--- src/inc/rcd_pkg.sv ---
// Constants shared by the reset cause and debug force-reset logic.
package rcd_pkg;

	// Register addresses on the processor bus
	localparam logic [15:0] RCD_CAUSE_ADDR = 16'h1800;
	localparam logic [15:0] RCD_FORCE_ADDR = 16'h1801;

	// Field positions in the cause register
	localparam int RCD_BIT_POWER_ON   = 7;
	localparam int RCD_BIT_PIN        = 6;
	localparam int RCD_BIT_WATCHDOG   = 5;
	localparam int RCD_BIT_BAD_OPCODE = 4;
	localparam int RCD_BIT_BAD_ADDR   = 3;
	localparam int RCD_BIT_CLOCKGEN   = 2;
	localparam int RCD_BIT_LOW_VOLT   = 1;
	localparam int RCD_BIT_FORCE      = 0;

	// Values after reset, cause mask and read-back values
	localparam logic [7:0] RCD_CAUSE_POWER_ON_VAL = 8'h82;
	localparam logic [7:0] RCD_CAUSE_MASK         = 8'hFE;
	localparam logic [7:0] RCD_FORCE_READ_VAL     = 8'h00;
	localparam logic [7:0] RCD_RDATA_RESET_VAL    = 8'h00;

	// Address gaps that count as illegal accesses
	localparam logic [15:0] RCD_GAP0_LO = 16'h0470;
	localparam logic [15:0] RCD_GAP0_HI = 16'h17FF;
	localparam logic [15:0] RCD_GAP1_LO = 16'h1860;
	localparam logic [15:0] RCD_GAP1_HI = 16'hBFFF;

	// Timing of the internal reset pulse
	localparam int RCD_CLK_PERIOD_PS  = 8000;
	localparam int RCD_RESET_HOLD_NS  = 1000;
	localparam int RCD_RESET_HOLD_CYC =
		(RCD_RESET_HOLD_NS * 1000 + RCD_CLK_PERIOD_PS - 1) / RCD_CLK_PERIOD_PS;
	localparam int RCD_HOLD_W         = $clog2(RCD_RESET_HOLD_CYC + 1);

	typedef enum logic {
		RCD_RUN,
		RCD_HOLD
	} rcd_state_e;

endpackage

--- src/hdl/rcd_reset_cause.sv ---
// Reset cause capture, watchdog restart on write and debug-only forced reset.
module rcd_reset_cause
	import rcd_pkg::*;
(
	input  wire logic        clk_i,
	input  wire logic        reset_i,
	// Asynchronous sources, synchronised here
	input  wire logic        power_on_i,
	input  wire logic        reset_pin_n_i,
	input  wire logic        low_voltage_i,
	// Same-clock sources
	input  wire logic        watchdog_timeout_i,
	input  wire logic        watchdog_enable_i,
	input  wire logic        bad_opcode_i,
	input  wire logic        stop_exec_i,
	input  wire logic        stop_allow_i,
	input  wire logic        enter_background_instr_i,
	input  wire logic        background_mode_allow_i,
	input  wire logic        clockgen_reset_req_i,
	input  wire logic        low_voltage_reset_enable_i,
	input  wire logic        low_voltage_stop_enable_i,
	// Processor bus, shared by user program and debug link
	input  wire logic [15:0] bus_addr_i,
	input  wire logic        bus_rd_i,
	input  wire logic        bus_wr_i,
	input  wire logic [7:0]  bus_wdata_i,
	input  wire logic        bus_debug_i,
	output logic      [7:0]  bus_rdata_o,
	// System side
	output logic             mcu_reset_o,
	output logic             watchdog_restart_o,
	output logic      [7:0]  reset_cause_o
);

	logic                  power_on_s1_r;
	logic                  power_on_s2_r;
	logic                  pin_n_s1_r;
	logic                  pin_n_s2_r;
	logic                  low_volt_s1_r;
	logic                  low_volt_s2_r;
	rcd_state_e            state_r;
	logic [RCD_HOLD_W-1:0] hold_cnt_r;
	logic [7:0]            reset_cause_reg_r;
	logic [7:0]            rdata_r;
	logic                  restart_r;
	logic                  running;
	logic                  bus_acc;
	logic                  src_pin;
	logic                  src_watchdog;
	logic                  src_opcode;
	logic                  src_addr;
	logic                  src_clockgen;
	logic                  src_low_volt;
	logic                  src_power_on;
	logic                  force_reset_bit;
	logic                  any_src;
	logic [7:0]            cause_nxt;

	// Only the two gaps are decoded; register areas never match.
	function automatic logic is_illegal_addr(input logic [15:0] a);
		is_illegal_addr = ((a >= RCD_GAP0_LO) && (a <= RCD_GAP0_HI)) ||
			((a >= RCD_GAP1_LO) && (a <= RCD_GAP1_HI));
	endfunction

	always_ff @(posedge clk_i) begin
		if (reset_i) begin
			power_on_s1_r <= 1'b0;
			power_on_s2_r <= 1'b0;
			pin_n_s1_r    <= 1'b1;
			pin_n_s2_r    <= 1'b1;
			low_volt_s1_r <= 1'b0;
			low_volt_s2_r <= 1'b0;
		end else begin
			power_on_s1_r <= power_on_i;
			power_on_s2_r <= power_on_s1_r;
			pin_n_s1_r    <= reset_pin_n_i;
			pin_n_s2_r    <= pin_n_s1_r;
			low_volt_s1_r <= low_voltage_i;
			low_volt_s2_r <= low_volt_s1_r;
		end
	end

	assign running = (state_r == RCD_RUN);
	// Bus is dead while the processor sits in reset
	assign bus_acc = running && (bus_rd_i || bus_wr_i);

	assign src_power_on = power_on_s2_r;
	assign src_pin      = !pin_n_s2_r;
	assign src_watchdog = watchdog_timeout_i && watchdog_enable_i;
	// Opcode and address faults only exist while code runs
	assign src_opcode   = running && (bad_opcode_i ||
		(stop_exec_i && !stop_allow_i) ||
		(enter_background_instr_i && !background_mode_allow_i));
	assign src_addr     = bus_acc && is_illegal_addr(bus_addr_i);
	assign src_clockgen = clockgen_reset_req_i;
	assign src_low_volt = low_volt_s2_r && low_voltage_reset_enable_i &&
		low_voltage_stop_enable_i;

	assign force_reset_bit = running && bus_wr_i && bus_debug_i &&
		(bus_addr_i == RCD_FORCE_ADDR) && bus_wdata_i[RCD_BIT_FORCE];

	assign any_src = src_power_on || src_pin || src_watchdog || src_opcode ||
		src_addr || src_clockgen || src_low_volt;

	// New cause byte at the start of a reset; forced reset contributes no bit.
	always_comb begin
		cause_nxt = 8'h00;
		if (src_power_on) begin
			cause_nxt = RCD_CAUSE_POWER_ON_VAL;
		end else if (src_low_volt) begin
			cause_nxt[RCD_BIT_POWER_ON] = reset_cause_reg_r[RCD_BIT_POWER_ON];
			cause_nxt[RCD_BIT_LOW_VOLT] = 1'b1;
		end else begin
			cause_nxt[RCD_BIT_PIN]        = src_pin;
			cause_nxt[RCD_BIT_WATCHDOG]   = src_watchdog;
			cause_nxt[RCD_BIT_BAD_OPCODE] = src_opcode;
			cause_nxt[RCD_BIT_BAD_ADDR]   = src_addr;
			cause_nxt[RCD_BIT_CLOCKGEN]   = src_clockgen;
		end
	end

	// Reset pulse: held while any source stays active, then a fixed tail
	always_ff @(posedge clk_i) begin
		if (reset_i) begin
			state_r    <= RCD_HOLD;
			hold_cnt_r <= RCD_HOLD_W'(RCD_RESET_HOLD_CYC);
		end else begin
			unique case (state_r)
				RCD_RUN: begin
					if (any_src || force_reset_bit) begin
						state_r    <= RCD_HOLD;
						hold_cnt_r <= RCD_HOLD_W'(RCD_RESET_HOLD_CYC);
					end
				end
				RCD_HOLD: begin
					if (any_src) begin
						hold_cnt_r <= RCD_HOLD_W'(RCD_RESET_HOLD_CYC);
					end else if (hold_cnt_r == RCD_HOLD_W'(1)) begin
						state_r <= RCD_RUN;
					end else begin
						hold_cnt_r <= hold_cnt_r - RCD_HOLD_W'(1);
					end
				end
			endcase
		end
	end

	always_ff @(posedge clk_i) begin
		if (reset_i) begin
			mcu_reset_o <= 1'b1;
		end else begin
			mcu_reset_o <= !(state_r == RCD_HOLD && !any_src && hold_cnt_r == RCD_HOLD_W'(1)) &&
				(state_r == RCD_HOLD || any_src || force_reset_bit);
		end
	end

	// Cause flags change only around reset; bus writes never reach them.
	always_ff @(posedge clk_i) begin
		if (reset_i) begin
			reset_cause_reg_r <= RCD_CAUSE_POWER_ON_VAL;
		end else if (running) begin
			if (any_src || force_reset_bit) begin
				reset_cause_reg_r <= cause_nxt & RCD_CAUSE_MASK;
			end
		end else if (src_power_on) begin
			reset_cause_reg_r <= RCD_CAUSE_POWER_ON_VAL;
		end else if (any_src) begin
			// Sources arriving during the pulse join the record
			reset_cause_reg_r <= reset_cause_reg_r | (cause_nxt & RCD_CAUSE_MASK);
		end
	end

	always_ff @(posedge clk_i) begin
		if (reset_i) begin
			restart_r <= 1'b0;
		end else begin
			restart_r <= running && bus_wr_i && (bus_addr_i == RCD_CAUSE_ADDR);
		end
	end

	always_ff @(posedge clk_i) begin
		if (reset_i) begin
			rdata_r <= RCD_RDATA_RESET_VAL;
		end else if (bus_acc && bus_rd_i && bus_addr_i == RCD_CAUSE_ADDR) begin
			rdata_r <= reset_cause_reg_r & RCD_CAUSE_MASK;
		end else begin
			rdata_r <= RCD_FORCE_READ_VAL;
		end
	end

	assign bus_rdata_o        = rdata_r;
	assign watchdog_restart_o = restart_r;
	assign reset_cause_o      = reset_cause_reg_r;

endmodule

--- config.mk ---
export PLATFORM = sky130hd
export DESIGN_NAME = rcd_reset_cause
export DESIGN_NICKNAME = d
export VERILOG_FILES = /design/src/inc/rcd_pkg.sv /design/src/hdl/rcd_reset_cause.sv
export SDC_FILE = /design/constraint.sdc
export NUM_CORES = 1
export LEC_CHECK = 0
export ABC_AREA = 0
export BUFFER_PORTS_ARGS = -buffer_cell sky130_fd_sc_hd__buf_4
export CORE_ASPECT_RATIO = 1.1
export CORE_UTILIZATION = 49
export DETAILED_ROUTE_END_ITERATION = 16
export GPL_TIMING_DRIVEN = 0
export PLACE_DENSITY = 0.83
export SLEW_MARGIN = 20
export SYNTH_ARGS = -nofsm -noshare
export SYNTH_HDL_FRONTEND = slang
export SYNTH_SLANG_ARGS = --single-unit
--- constraint.sdc ---
create_clock -name clk_i -period 5.8 [get_ports clk_i]
set_clock_uncertainty 0.05 [all_clocks]
set_input_delay 0.58 -clock clk_i [delete_from_list [all_inputs] [get_ports clk_i]]
set_output_delay 0.58 -clock clk_i [all_outputs]
set_load 0.05 [all_outputs]
==> reports/qor.txt, run 1 <==
Status: completed
Worst path cell trace: buf_4 -> nor3_1 -> a22oi_1 -> o21ai_1 -> nand2_1 -> a221o_1
Clk buf depth: 2
Largest family of logic cells by synthesized area: simple AND/OR/NAND/NOR gates
Cell Area, Synth: 1311 um^2
GRT met3 Usage: 7.046%
Slew HR: 64.91%
Synth Area in XOR/XNOR: 0.6679%
Iter 0 DRT Violations: 11
Reg2Reg Depth: 6
Cell Area, Placed: 1729 um^2
Commonest non-fill, non-tap cell in the layout: buf_4
Worst-skew pair later-pin latency: 0.32 ns
Die ar.: 2887 um^2
Initial antenna violation count: 0
Setup CP Type: in -> reg
GRT Overall Usage: 22.86%
Most frequent cells in the layout: buf_4 (52), dfxtp_1 (30), nor2_1 (12)
WL/cell: 12.39 um
Largest net degree at the start of global routing: 11
Worst Path Buf+Inv: 1
Met1 Track Usage GR: 24.10%
Fin nets: 249
Worst Tran Pin Value: 0.5229 ns
Final hold slack: 0.3718 ns
Die height: 56.26 um
Multi-input gate area: 653.1 um^2
Yosys reg bits: 30
RSZ-0062 raised after global routing: false
Worst hold path type: reg -> reg
CP arrival: 2.17 ns
Startpoint Class: input port
Detailed placer's ending HPWL: 2325 um
Worst stage delay on the critical path: 0.45 ns
Dpl cells: 229
Number of routed nets with antenna violations: 0
Fin. max-slew vios: 0
Sink Count: 30
Min-Delay Endpoint: pin_n_s2_r$_SDFF_PP1_
Post-layout util: 71.15%
Simple-Gate Fraction of Synth Area: 29.87%
CTS Root Cell: clkbuf_4
Final worst-path cycle share: 34.48%
Hold_buf cts: 0
Postcts setup bufs: 0
Met2 Use GR: 41.92%
Maximum vdd drop: 0.2000 mV
Via count: 1228
Compound-cell area share of the yosys netlist: 16.03%
Hold path startpoint: pin_n_s1_r$_SDFF_PP1_
Fmax: 500.0 MHz
First-pass GRT wire length: 4940 um
R2r setup slk: 3.82 ns
Layout Cells excl Fill: 237
Final Hold Viols: 0
Busiest layer in global routing: met2
Antenna Cells: 0
Residual DRC: 0
CORE AREA: 2520 um^2
Drt via density: 5.181
Drt pass-1 iters: 4
CP Max Fanout: 8
Synth Instances: 147
Synthesis-to-layout area growth: 36.74%
Reg-to-reg endpoint: hold_cnt_r[5]$_SDFFE_PP1P_
Power density over the cells: 219.7 nW/um^2
IO Pins: 60
Final Cell Area: 1793 um^2
Remaining global-route overflow: 0
Post-Synth Adder-Cell Area: 1.908%
Register area share after synthesis: 45.80%
Die width: 51.33 um
FP Rows: 19
Slowest CP cell: o21ai_1
CTS tree: done
Max-Cap Viols: 0
CTS buffer count: 5
Worst path top cell family by delay: compound AO/OA/AOI/OAI gates
YS warnings: 0
Avg Cell Area, Syn: 8.920 um^2
Register area: 600.6 um^2
Multiplexer area fraction after synthesis: 0.7634%
Layout cell share with drive strength beyond 1: 33.50%
Finish-stage setup viols: 0
Worst EP required: 5.97 ns
Clock Pin Slew Worst Setup and Hold Paths: 0.10 ns
Vias in the first global route: 1208
Period minus WS final: 2.000 ns
Fillers: 208
RePlAce Congestion: 0.8289
Distinct cells, synth: 42
Hold path cells: 1
R2R Path Start: hold_cnt_r[1]$_SDFFE_PP0P_
H-tree depth: 2
Setup TNS: 0 ns
Final WL: 2936 um
Post-CTS Resized: 0
Starting Density: 52.04%
Crit. End Element: flip-flop
Port Buffers: 50
P_leak: 0.7940 nW
-- layer usage --
layer / vias to the layer above / wire, um
met5: - / 0
met2: 37 / 1590
li1: 635 / -
met4: 0 / 20
met3: 4 / 165
met1: 552 / 1160
-- kinds of logic after synthesis --
family                   Yosys count
multiplexers                       1
adder cells (fa/ha/maj)            2
XOR/XNOR                           1
other                              1
buffers and inverters             14
AO/OA/AOI/OAI                     29
flip-flops                        30
AND/OR/NAND/NOR                   69
-- synthesized netlist by cell type (all sizes together) --
master   n  area, um^2
a211oi   1       7.510
a21o     1       7.510
a21oi    7       35.03
a221o    2       20.02
a22oi    1       7.510
a31oi    1       6.260
a32oi    1       8.760
a41o     1       10.01
a41oi    1       8.760
and2    10       62.56
and3     1       6.260
and3b    1       8.760
and4     1       8.760
buf      3       20.01
clkbuf   2       7.510
conb     1       3.750
dfxtp   30       600.6
ha       2       25.02
inv      9       33.78
mux2i    1       10.01
nand2   10       37.54
nand2b   3       18.77
nand3    7       35.03
nand4    5       31.28
nor2    12       45.04
nor2b    5       31.28
nor3     7       35.03
nor4     1       12.51
nor4b    2       23.77
o21ai    5       28.77
o21bai   3       22.52
o22ai    3       18.77
o31ai    2       28.78
or2      2       12.51
or3b     1       8.760
or4b     1       13.76
xnor2    1       8.760
-- final cells by class --
cell class	count	area share, %
multi-input cells	104	36.43
flip-flops and latches	30	33.50
repair buffers	50	20.94
clock buffers	6	2.861
well taps	31	2.163
inverters	9	1.884
plain buffers	5	1.535
clock inverters	2	0.6978
-- worst max-delay path by stage --
stage | start | end | cells past startpoint
floorplan | bus_addr_i[9] | hold_cnt_r[3]$_SDFFE_PP1P_ | 5
global placement | bus_addr_i[9] | hold_cnt_r[5]$_SDFFE_PP1P_ | 6
detailed placement | bus_addr_i[9] | hold_cnt_r[3]$_SDFFE_PP1P_ | 6
CTS | hold_cnt_r[1]$_SDFFE_PP0P_ | hold_cnt_r[5]$_SDFFE_PP1P_ | 6
global route | bus_addr_i[9] | hold_cnt_r[5]$_SDFFE_PP1P_ | 6
finish | bus_addr_i[9] | hold_cnt_r[5]$_SDFFE_PP1P_ | 6
-- state kept, by name (all words and copies together) (netlist names) --
register            cells
pin_n_s2_r              1
watchdog_restart_o      1
mcu_reset_o             1
power_on_s2_r           1
state_r                 1
hold_cnt_r              7
low_volt_s2_r           1
bus_rdata_o             7
reset_cause_o           7
power_on_s1_r           1
pin_n_s1_r              1
low_volt_s1_r           1
-- per-stage QoR --
stage | worst slack (ns) | power, mW
after floorplan | 3.898 | 0.2411
after global placement | 3.540 | 0.2650
after detailed placement | 3.473 | 0.2665
after CTS | 3.815 | 0.3974
after global routing | 3.631 | 0.4129
final | 3.800 | 0.3940
-- report_power, final --
group / leakage (nW) / internal, mW / switching, mW
registers: 0.244 / 0.210 / 0.00220
logic: 0.516 / 0.0252 / 0.0244
clock network: 0.0343 / 0.0582 / 0.0740
No activity file was read; power rests on OpenSTA's default activity.
==> run 2, diff against run 1 <==
--- a/config.mk
+++ b/config.mk
@@ -8,10 +8,10 @@
 export ABC_AREA = 0
 export BUFFER_PORTS_ARGS = -buffer_cell sky130_fd_sc_hd__buf_4
 export CORE_ASPECT_RATIO = 1.1
-export CORE_UTILIZATION = 49
+export CORE_UTILIZATION = 41
 export DETAILED_ROUTE_END_ITERATION = 16
 export GPL_TIMING_DRIVEN = 0
-export PLACE_DENSITY = 0.83
+export PLACE_DENSITY = 0.74
 export SLEW_MARGIN = 20
 export SYNTH_ARGS = -nofsm -noshare
 export SYNTH_HDL_FRONTEND = slang
==> constraint.sdc (replaced) <==
create_clock -name clk_i -period 1.8 [get_ports clk_i]
set_clock_uncertainty 0.05 [all_clocks]
set_input_delay 0.18 -clock clk_i [delete_from_list [all_inputs] [get_ports clk_i]]
set_output_delay 0.18 -clock clk_i [all_outputs]
set_load 0.05 [all_outputs]
==> reports/qor.txt, run 2 (same netlist as run 1, synthesis figures left out) <==
Residual DRC: 0 (unchanged)
Layout cell share with drive strength beyond 1: 37.26% (was 33.50%)
Largest net degree at the start of global routing: 11 (unchanged)
Iter 0 DRT Violations: 32 (was 11)
Worst hold path type: in -> reg (was reg -> reg)
Commonest non-fill, non-tap cell in the layout: buf_4 (unchanged)
P_leak: 0.8377 nW (was 0.7940 nW)
Hold path startpoint: power_on_i (was pin_n_s1_r$_SDFF_PP1_)
Synthesis-to-layout area growth: 46.37% (was 36.74%)
Hold path cells: 2 (was 1)
Die ar.: 3428 um^2 (was 2887 um^2)
Clk buf depth: 2 (unchanged)
R2R Path Start: hold_cnt_r[1]$_SDFFE_PP0P_ (unchanged)
Reg-to-reg endpoint: hold_cnt_r[5]$_SDFFE_PP1P_ (unchanged)
Final Hold Viols: 0 (unchanged)
CTS tree: done (unchanged)
Period minus WS final: 1.811 ns
Dpl cells: 232 (was 229)
GRT Overall Usage: 18.74% (was 22.86%)
Slew HR: 61.73% (was 64.91%)
Max-Cap Viols: 0 (unchanged)
Status: finished with violations (was completed)
WL/cell: 12.51 um (was 12.39 um)
Antenna Cells: 0 (unchanged)
Vias in the first global route: 1199 (was 1208)
CTS Root Cell: clkbuf_4 (unchanged)
Initial antenna violation count: 0 (unchanged)
Layout Cells excl Fill: 246 (was 237)
Die width: 55.92 um (was 51.33 um)
H-tree depth: 2 (unchanged)
Fin nets: 255 (was 249)
Failing checks: setup timing
First-pass GRT wire length: 4871 um (was 4940 um)
Detailed placer's ending HPWL: 2338 um (was 2325 um)
Worst Tran Pin Value: 0.5702 ns (was 0.5229 ns)
Worst EP required: 1.98 ns (was 5.97 ns)
Clock Pin Slew Worst Setup and Hold Paths: 0.09 ns (was 0.10 ns)
CP Max Fanout: 6 (was 8)
CORE AREA: 3048 um^2 (was 2520 um^2)
Fmax: 552.2 MHz
Remaining global-route overflow: 0 (unchanged)
RePlAce Congestion: 0.8240 (was 0.8289)
RSZ-0062 raised after global routing: true (was false)
R2r setup slk: -0.01 ns (was 3.82 ns)
Reg2Reg Depth: 6 (unchanged)
Fin. max-slew vios: 0 (unchanged)
Final WL: 3077 um (was 2936 um)
Maximum vdd drop: 0.5131 mV (was 0.2000 mV)
Port Buffers: 50 (unchanged)
Min-Delay Endpoint: power_on_s1_r$_SDFF_PP0_ (was pin_n_s2_r$_SDFF_PP1_)
Drt via density: 5.268 (was 5.181)
CP arrival: 1.99 ns (was 2.17 ns)
IO Pins: 60 (unchanged)
Setup CP Type: reg -> reg (was in -> reg)
Via count: 1296 (was 1228)
Finish-stage setup viols: 3 (was 0)
Starting Density: 43.02% (was 52.04%)
Startpoint Class: flip-flop (was input port)
Crit. End Element: flip-flop (unchanged)
CTS buffer count: 5 (unchanged)
Drt pass-1 iters: 4 (unchanged)
Final worst-path cycle share: 100.6%
Setup TNS: -0.03034 ns (was 0 ns)
Sink Count: 30 (unchanged)
Power density over the cells: 669.8 nW/um^2 (was 219.7 nW/um^2)
Worst-skew pair later-pin latency: 0.33 ns (was 0.32 ns)
Most frequent cells in the layout: buf_4 (54), dfxtp_1 (28), nor2_1 (12) (was buf_4 (52), dfxtp_1 (30), nor2_1 (12))
FP Rows: 21 (was 19)
Setup slack after layout: -0.01096 ns (was 3.800 ns)
Die height: 61.31 um (was 56.26 um)
Number of routed nets with antenna violations: 0 (unchanged)
-- run 2: cell types whose count changed in the layout (fill, tap and decap cells not counted), sizes merged --
cell | previous run | this run
dlygate4sd3 | 0 | 4
buf | 53 | 55
-- run 2: how the worst max path moves through the flow --
| stage | from | end | depth (start not counted) | slack (ns) |
|---|---|---|---|---|
| 3_3_place_gp | hold_cnt_r[1]$_SDFFE_PP0P_ | hold_cnt_r[3]$_SDFFE_PP1P_ | 6 | -0.13 |
| 4_1_cts | hold_cnt_r[1]$_SDFFE_PP0P_ | hold_cnt_r[5]$_SDFFE_PP1P_ | 6 | -0.06 |
| 3_5_place_dp | hold_cnt_r[1]$_SDFFE_PP0P_ | hold_cnt_r[5]$_SDFFE_PP1P_ | 6 | -0.16 |
| 6_report | hold_cnt_r[1]$_SDFFE_PP0P_ | hold_cnt_r[5]$_SDFFE_PP1P_ | 6 | -0.01 |
| 2_1_floorplan | hold_cnt_r[1]$_SDFFE_PP0P_ | hold_cnt_r[3]$_SDFFE_PP1P_ | 6 | -0.02 |
| 5_1_grt | hold_cnt_r[1]$_SDFFE_PP0P_ | hold_cnt_r[3]$_SDFFE_PP1P_ | 6 | -0.09 |
-- run 2: area by class of cell --
type,instances,area (um^2)
Timing Repair Buffer,56,430.4
Tap cell,34,42.54
Inverter,9,33.78
Multi-Input combinational cell,104,715.7
Clock inverter,2,12.51
Fill cell,262,1129
Clock buffer,6,51.30
Sequential cell,30,605.6
Buffer,5,27.53
-- run 2: per-stage QoR --
| stage | instance area, um^2 | worst slack, ns | utilization, % | total power, mW | hold slack, ns |
|---|---|---|---|---|---|
| after floorplan | 1315 | -0.02056 | - | 0.7768 | 0.2067 |
| after global placement | 1733 | -0.1342 | 56.86 | 0.8545 | 0.3197 |
| after detailed placement | 1733 | -0.1621 | 56.86 | 0.8590 | 0.3240 |
| after CTS | 1892 | -0.06368 | 62.07 | 1.294 | 0.02666 |
| after global routing | 1919 | -0.09269 | 62.97 | 1.350 | 0.01533 |
| final | 1919 | -0.01096 | 62.97 | 1.286 | 0.03502 |
-- run 2: layer usage --
| layer | vias up | GRT usage (%) | routed length [um] | part of all wire (%) |
|---|---|---|---|---|
| met1 | 607 | 18.35 | 1198 | 39 |
| li1 | 648 | - | - | - |
| met4 | 0 | 8.014 | 32 | 1.0 |
| met2 | 37 | 36.83 | 1696 | 55 |
| met5 | - | 0 | 0 | 0 |
| met3 | 4 | 6.513 | 149 | 4.8 |
-- run 2: critical path, cell delays in order, from the launching register on --
cell and delay (ns):
dfxtp_2 0.33, inv_2 0.07, ha_4 0.11, or4b_4 0.46
o31ai_4 0.25, o21ai_4 0.13, a221o_1 0.30
-- run 2: power by group --
part / internal, mW / switching [mW] / total [mW]
Clock: 0.187 / 0.241 / 0.429
Sequential: 0.676 / 0.00785 / 0.684
Combinational: 0.0891 / 0.0836 / 0.173
Total: 0.953 / 0.333 / 1.29
-- run 2: timing repair --
item	4_1_cts	5_1_grt
gates resized for setup	8	5
endpoints found under the setup margin	19	13
setup buffers	2	0
pin swaps	2	5
hold endpoints to repair	4	0
hold buffers	4	0
==> run 3, diff against run 2 <==
==> constraint.sdc (replaced) <==
create_clock -name clk_i -period 1.6 [get_ports clk_i]
set_clock_uncertainty 0.05 [all_clocks]
set_input_delay 0.16 -clock clk_i [delete_from_list [all_inputs] [get_ports clk_i]]
set_output_delay 0.16 -clock clk_i [all_outputs]
set_load 0.05 [all_outputs]
==> reports/qor.txt, run 3 (same netlist as run 1, synthesis figures left out) <==
Status: finished with violations (unchanged)
Failing checks: setup timing (unchanged)
Max-Cap Viols: 0 (unchanged)
Crit. End Element: flip-flop (unchanged)
NetSw: 0.3723 mW (was 0.3327 mW)
Slowest CP cell: or4b_4 (unchanged)
Layout cell share with drive strength beyond 1: 43.05% (was 37.26%)
Largest net degree at the start of global routing: 11 (unchanged)
P_leak: 0.9238 nW (was 0.8377 nW)
Setup TNS: -2.667 ns (was -0.03034 ns)
Residual DRC: 0 (unchanged)
Drt via density: 5.296 (was 5.268)
CORE AREA: 3048 um^2 (unchanged)
Via count: 1361 (was 1296)
Sink Count: 30 (unchanged)
Busiest layer in global routing: met2 (unchanged)
R2r setup slk: -0.27 ns (was -0.01 ns)
Vias in the first global route: 1129 (was 1199)
Clock Pin Slew Worst Setup and Hold Paths: 0.10 ns (was 0.09 ns)
Final WL: 3412 um (was 3077 um)
Starting Density: 43.02% (unchanged)
Worst stage delay on the critical path: 0.46 ns (about the same)
CP Max Fanout: 6 (unchanged)
Hold path startpoint: bus_wr_i (was power_on_i)
Fin. max-slew vios: 0 (unchanged)
IO Pins: 60 (unchanged)
Die height: 61.31 um (unchanged)
Part of the power in registers: 43.7% (was 53.2%)
Detailed placer's ending HPWL: 2149 um (was 2338 um)
Clk buf depth: 2 (unchanged)
Iter 0 DRT Violations: 21 (was 32)
Die ar.: 3428 um^2 (unchanged)
Remaining global-route overflow: 0 (unchanged)
Maximum vdd drop: 0.8072 mV (was 0.5131 mV)
CTS Root Cell: clkbuf_4 (unchanged)
R2R Path Start: hold_cnt_r[1]$_SDFFE_PP0P_ (unchanged)
Fin nets: 266 (was 255)
Port Buffers: 50 (unchanged)
WL/cell: 13.28 um (was 12.51 um)
Final Hold Viols: 0 (unchanged)
CP arrival: 2.04 ns (was 1.99 ns)
Post-layout util: 69.21% (was 62.97%)
Finish-stage setup viols: 23 (was 3)
Setup slack after layout: -0.2678 ns (was -0.01096 ns)
GRT met3 Usage: 5.462% (was 6.513%)
Reg-to-reg endpoint: hold_cnt_r[3]$_SDFFE_PP1P_ (was hold_cnt_r[5]$_SDFFE_PP1P_)
Die width: 55.92 um (unchanged)
H-tree depth: 2 (unchanged)
Period minus WS final: 1.868 ns (was 1.811 ns)
Reg2Reg Depth: 6 (unchanged)
Worst path cell trace: inv_2 -> ha_4 -> or4b_4 -> o31ai_4 -> o21ai_4 -> a221o_1 (unchanged)
CTS tree: done (unchanged)
Hold path cells: 2 (unchanged)
Power density over the cells: 837.4 nW/um^2 (was 669.8 nW/um^2)
Combinational power share: 11.4% (was 13.4%)
First-pass GRT wire length: 4892 um (was 4871 um)
Final worst-path cycle share: 116.7% (was 100.6%)
FP Rows: 21 (unchanged)
Most frequent cells in the layout: buf_4 (64), dfxtp_1 (27), nor2_1 (12) (was buf_4 (54), dfxtp_1 (28), nor2_1 (12))
Worst-skew pair later-pin latency: 0.33 ns (about the same)
Worst EP required: 1.77 ns (was 1.98 ns)
Antenna Cells: 0 (unchanged)
Drt pass-1 iters: 5 (was 4)
Startpoint Class: flip-flop (unchanged)
Setup CP Type: reg -> reg (unchanged)
Commonest non-fill, non-tap cell in the layout: buf_4 (unchanged)
Clock power share: 44.8% (was 33.3%)
Number of routed nets with antenna violations: 0 (unchanged)
Met2 Use GR: 34.08% (was 36.83%)
Min-Delay Endpoint: watchdog_restart_o$_SDFF_PP0_ (was power_on_s1_r$_SDFF_PP0_)
Synthesis-to-layout area growth: 60.88% (was 46.37%)
CTS buffer count: 5 (unchanged)
Worst hold path type: in -> reg (unchanged)
Sw Share: 21.07% (was 25.88%)
RSZ-0062 raised after global routing: true (unchanged)
Fmax: 535.4 MHz (was 552.2 MHz)
Initial antenna violation count: 0 (unchanged)
Pint: 1.394 mW (was 0.9529 mW)
RePlAce Congestion: 0.8828 (was 0.8240)
GRT Overall Usage: 18.93% (was 18.74%)
Met1 Track Usage GR: 21.47% (was 18.35%)
## run 3: changes by cell type in the layout (fill, tap and decap cells not counted), moves of 2 or more
cell       delta
nand3_1       -2
bufinv_16     +2
dfxtp_2       +2
buf_4        +10
## run 3: per-layer routing
metal	up-vias	part of all wire, %
li1	667	-
met4	0	0.94
met3	4	8.3
met1	622	38
met2	68	53
met5	-	0
## run 3: timing repair
action	4_1_cts	5_1_grt
buffers inserted	3	9
hold endpoints to repair	5	0
hold buffers	5	0
gates resized for setup	10	15
pin swaps	10	12
setup endpoints to repair	21	22
## run 3: power by group through the flow
stage,clock [mW],combinational (mW),sequential (mW)
final,0.792,0.202,0.772
after detailed placement,0,0.178,0.788
after global placement,0,0.175,0.787
after CTS,0.803,0.196,0.771
after floorplan,0,0.0688,0.806
after global routing,0.844,0.219,0.775
## run 3: worst max-delay path by stage
| stage | startpoint | endpoint | slack, ns |
|---|---|---|---|
| after floorplan | hold_cnt_r[1]$_SDFFE_PP0P_ | hold_cnt_r[3]$_SDFFE_PP1P_ | -0.22 |
| after global placement | hold_cnt_r[1]$_SDFFE_PP0P_ | hold_cnt_r[3]$_SDFFE_PP1P_ | -0.35 |
| after detailed placement | hold_cnt_r[1]$_SDFFE_PP0P_ | hold_cnt_r[3]$_SDFFE_PP1P_ | -0.37 |
| after CTS | hold_cnt_r[1]$_SDFFE_PP0P_ | hold_cnt_r[3]$_SDFFE_PP1P_ | -0.28 |
| after global routing | hold_cnt_r[0]$_SDFFE_PP1P_ | hold_cnt_r[6]$_SDFFE_PP1P_ | -0.33 |
| final | hold_cnt_r[1]$_SDFFE_PP0P_ | hold_cnt_r[3]$_SDFFE_PP1P_ | -0.27 |
## run 3: worst max-delay path, delay by kind of cell, from the launching register on
family	cells	cell delay (ns)
AO/OA/AOI/OAI	3	0.73
AND/OR/NAND/NOR	1	0.46
flip-flops	1	0.33
adder cells (fa/ha/maj)	1	0.11
buffers and inverters	1	0.08
## run 3: through the flow
step / area, um^2 / cells / hold WS, ns / worst slack, ns / power, mW
after floorplan: 1328 / 148 / 0.1867 / -0.2199 / 0.8749
after global placement: 1745 / 232 / 0.2996 / -0.3492 / 0.9621
after detailed placement: 1745 / 232 / 0.3000 / -0.3748 / 0.9660
after CTS: 1978 / 248 / 0.06489 / -0.2756 / 1.769
after global routing: 2110 / 257 / 0.06670 / -0.3331 / 1.838
final: 2110 / 257 / 0.08335 / -0.2678 / 1.767
## run 3: cell type report
cell class | instances | area (um^2)
inverter | 9 | 33.78
timing repair buffer | 67 | 515.5
clock inverter | 2 | 60.06
tap | 34 | 42.54
clock buffer | 6 | 51.30
multi-input combinational | 104 | 764.5
fill | 235 | 938.4
buffer | 5 | 37.54
sequential | 30 | 604.3
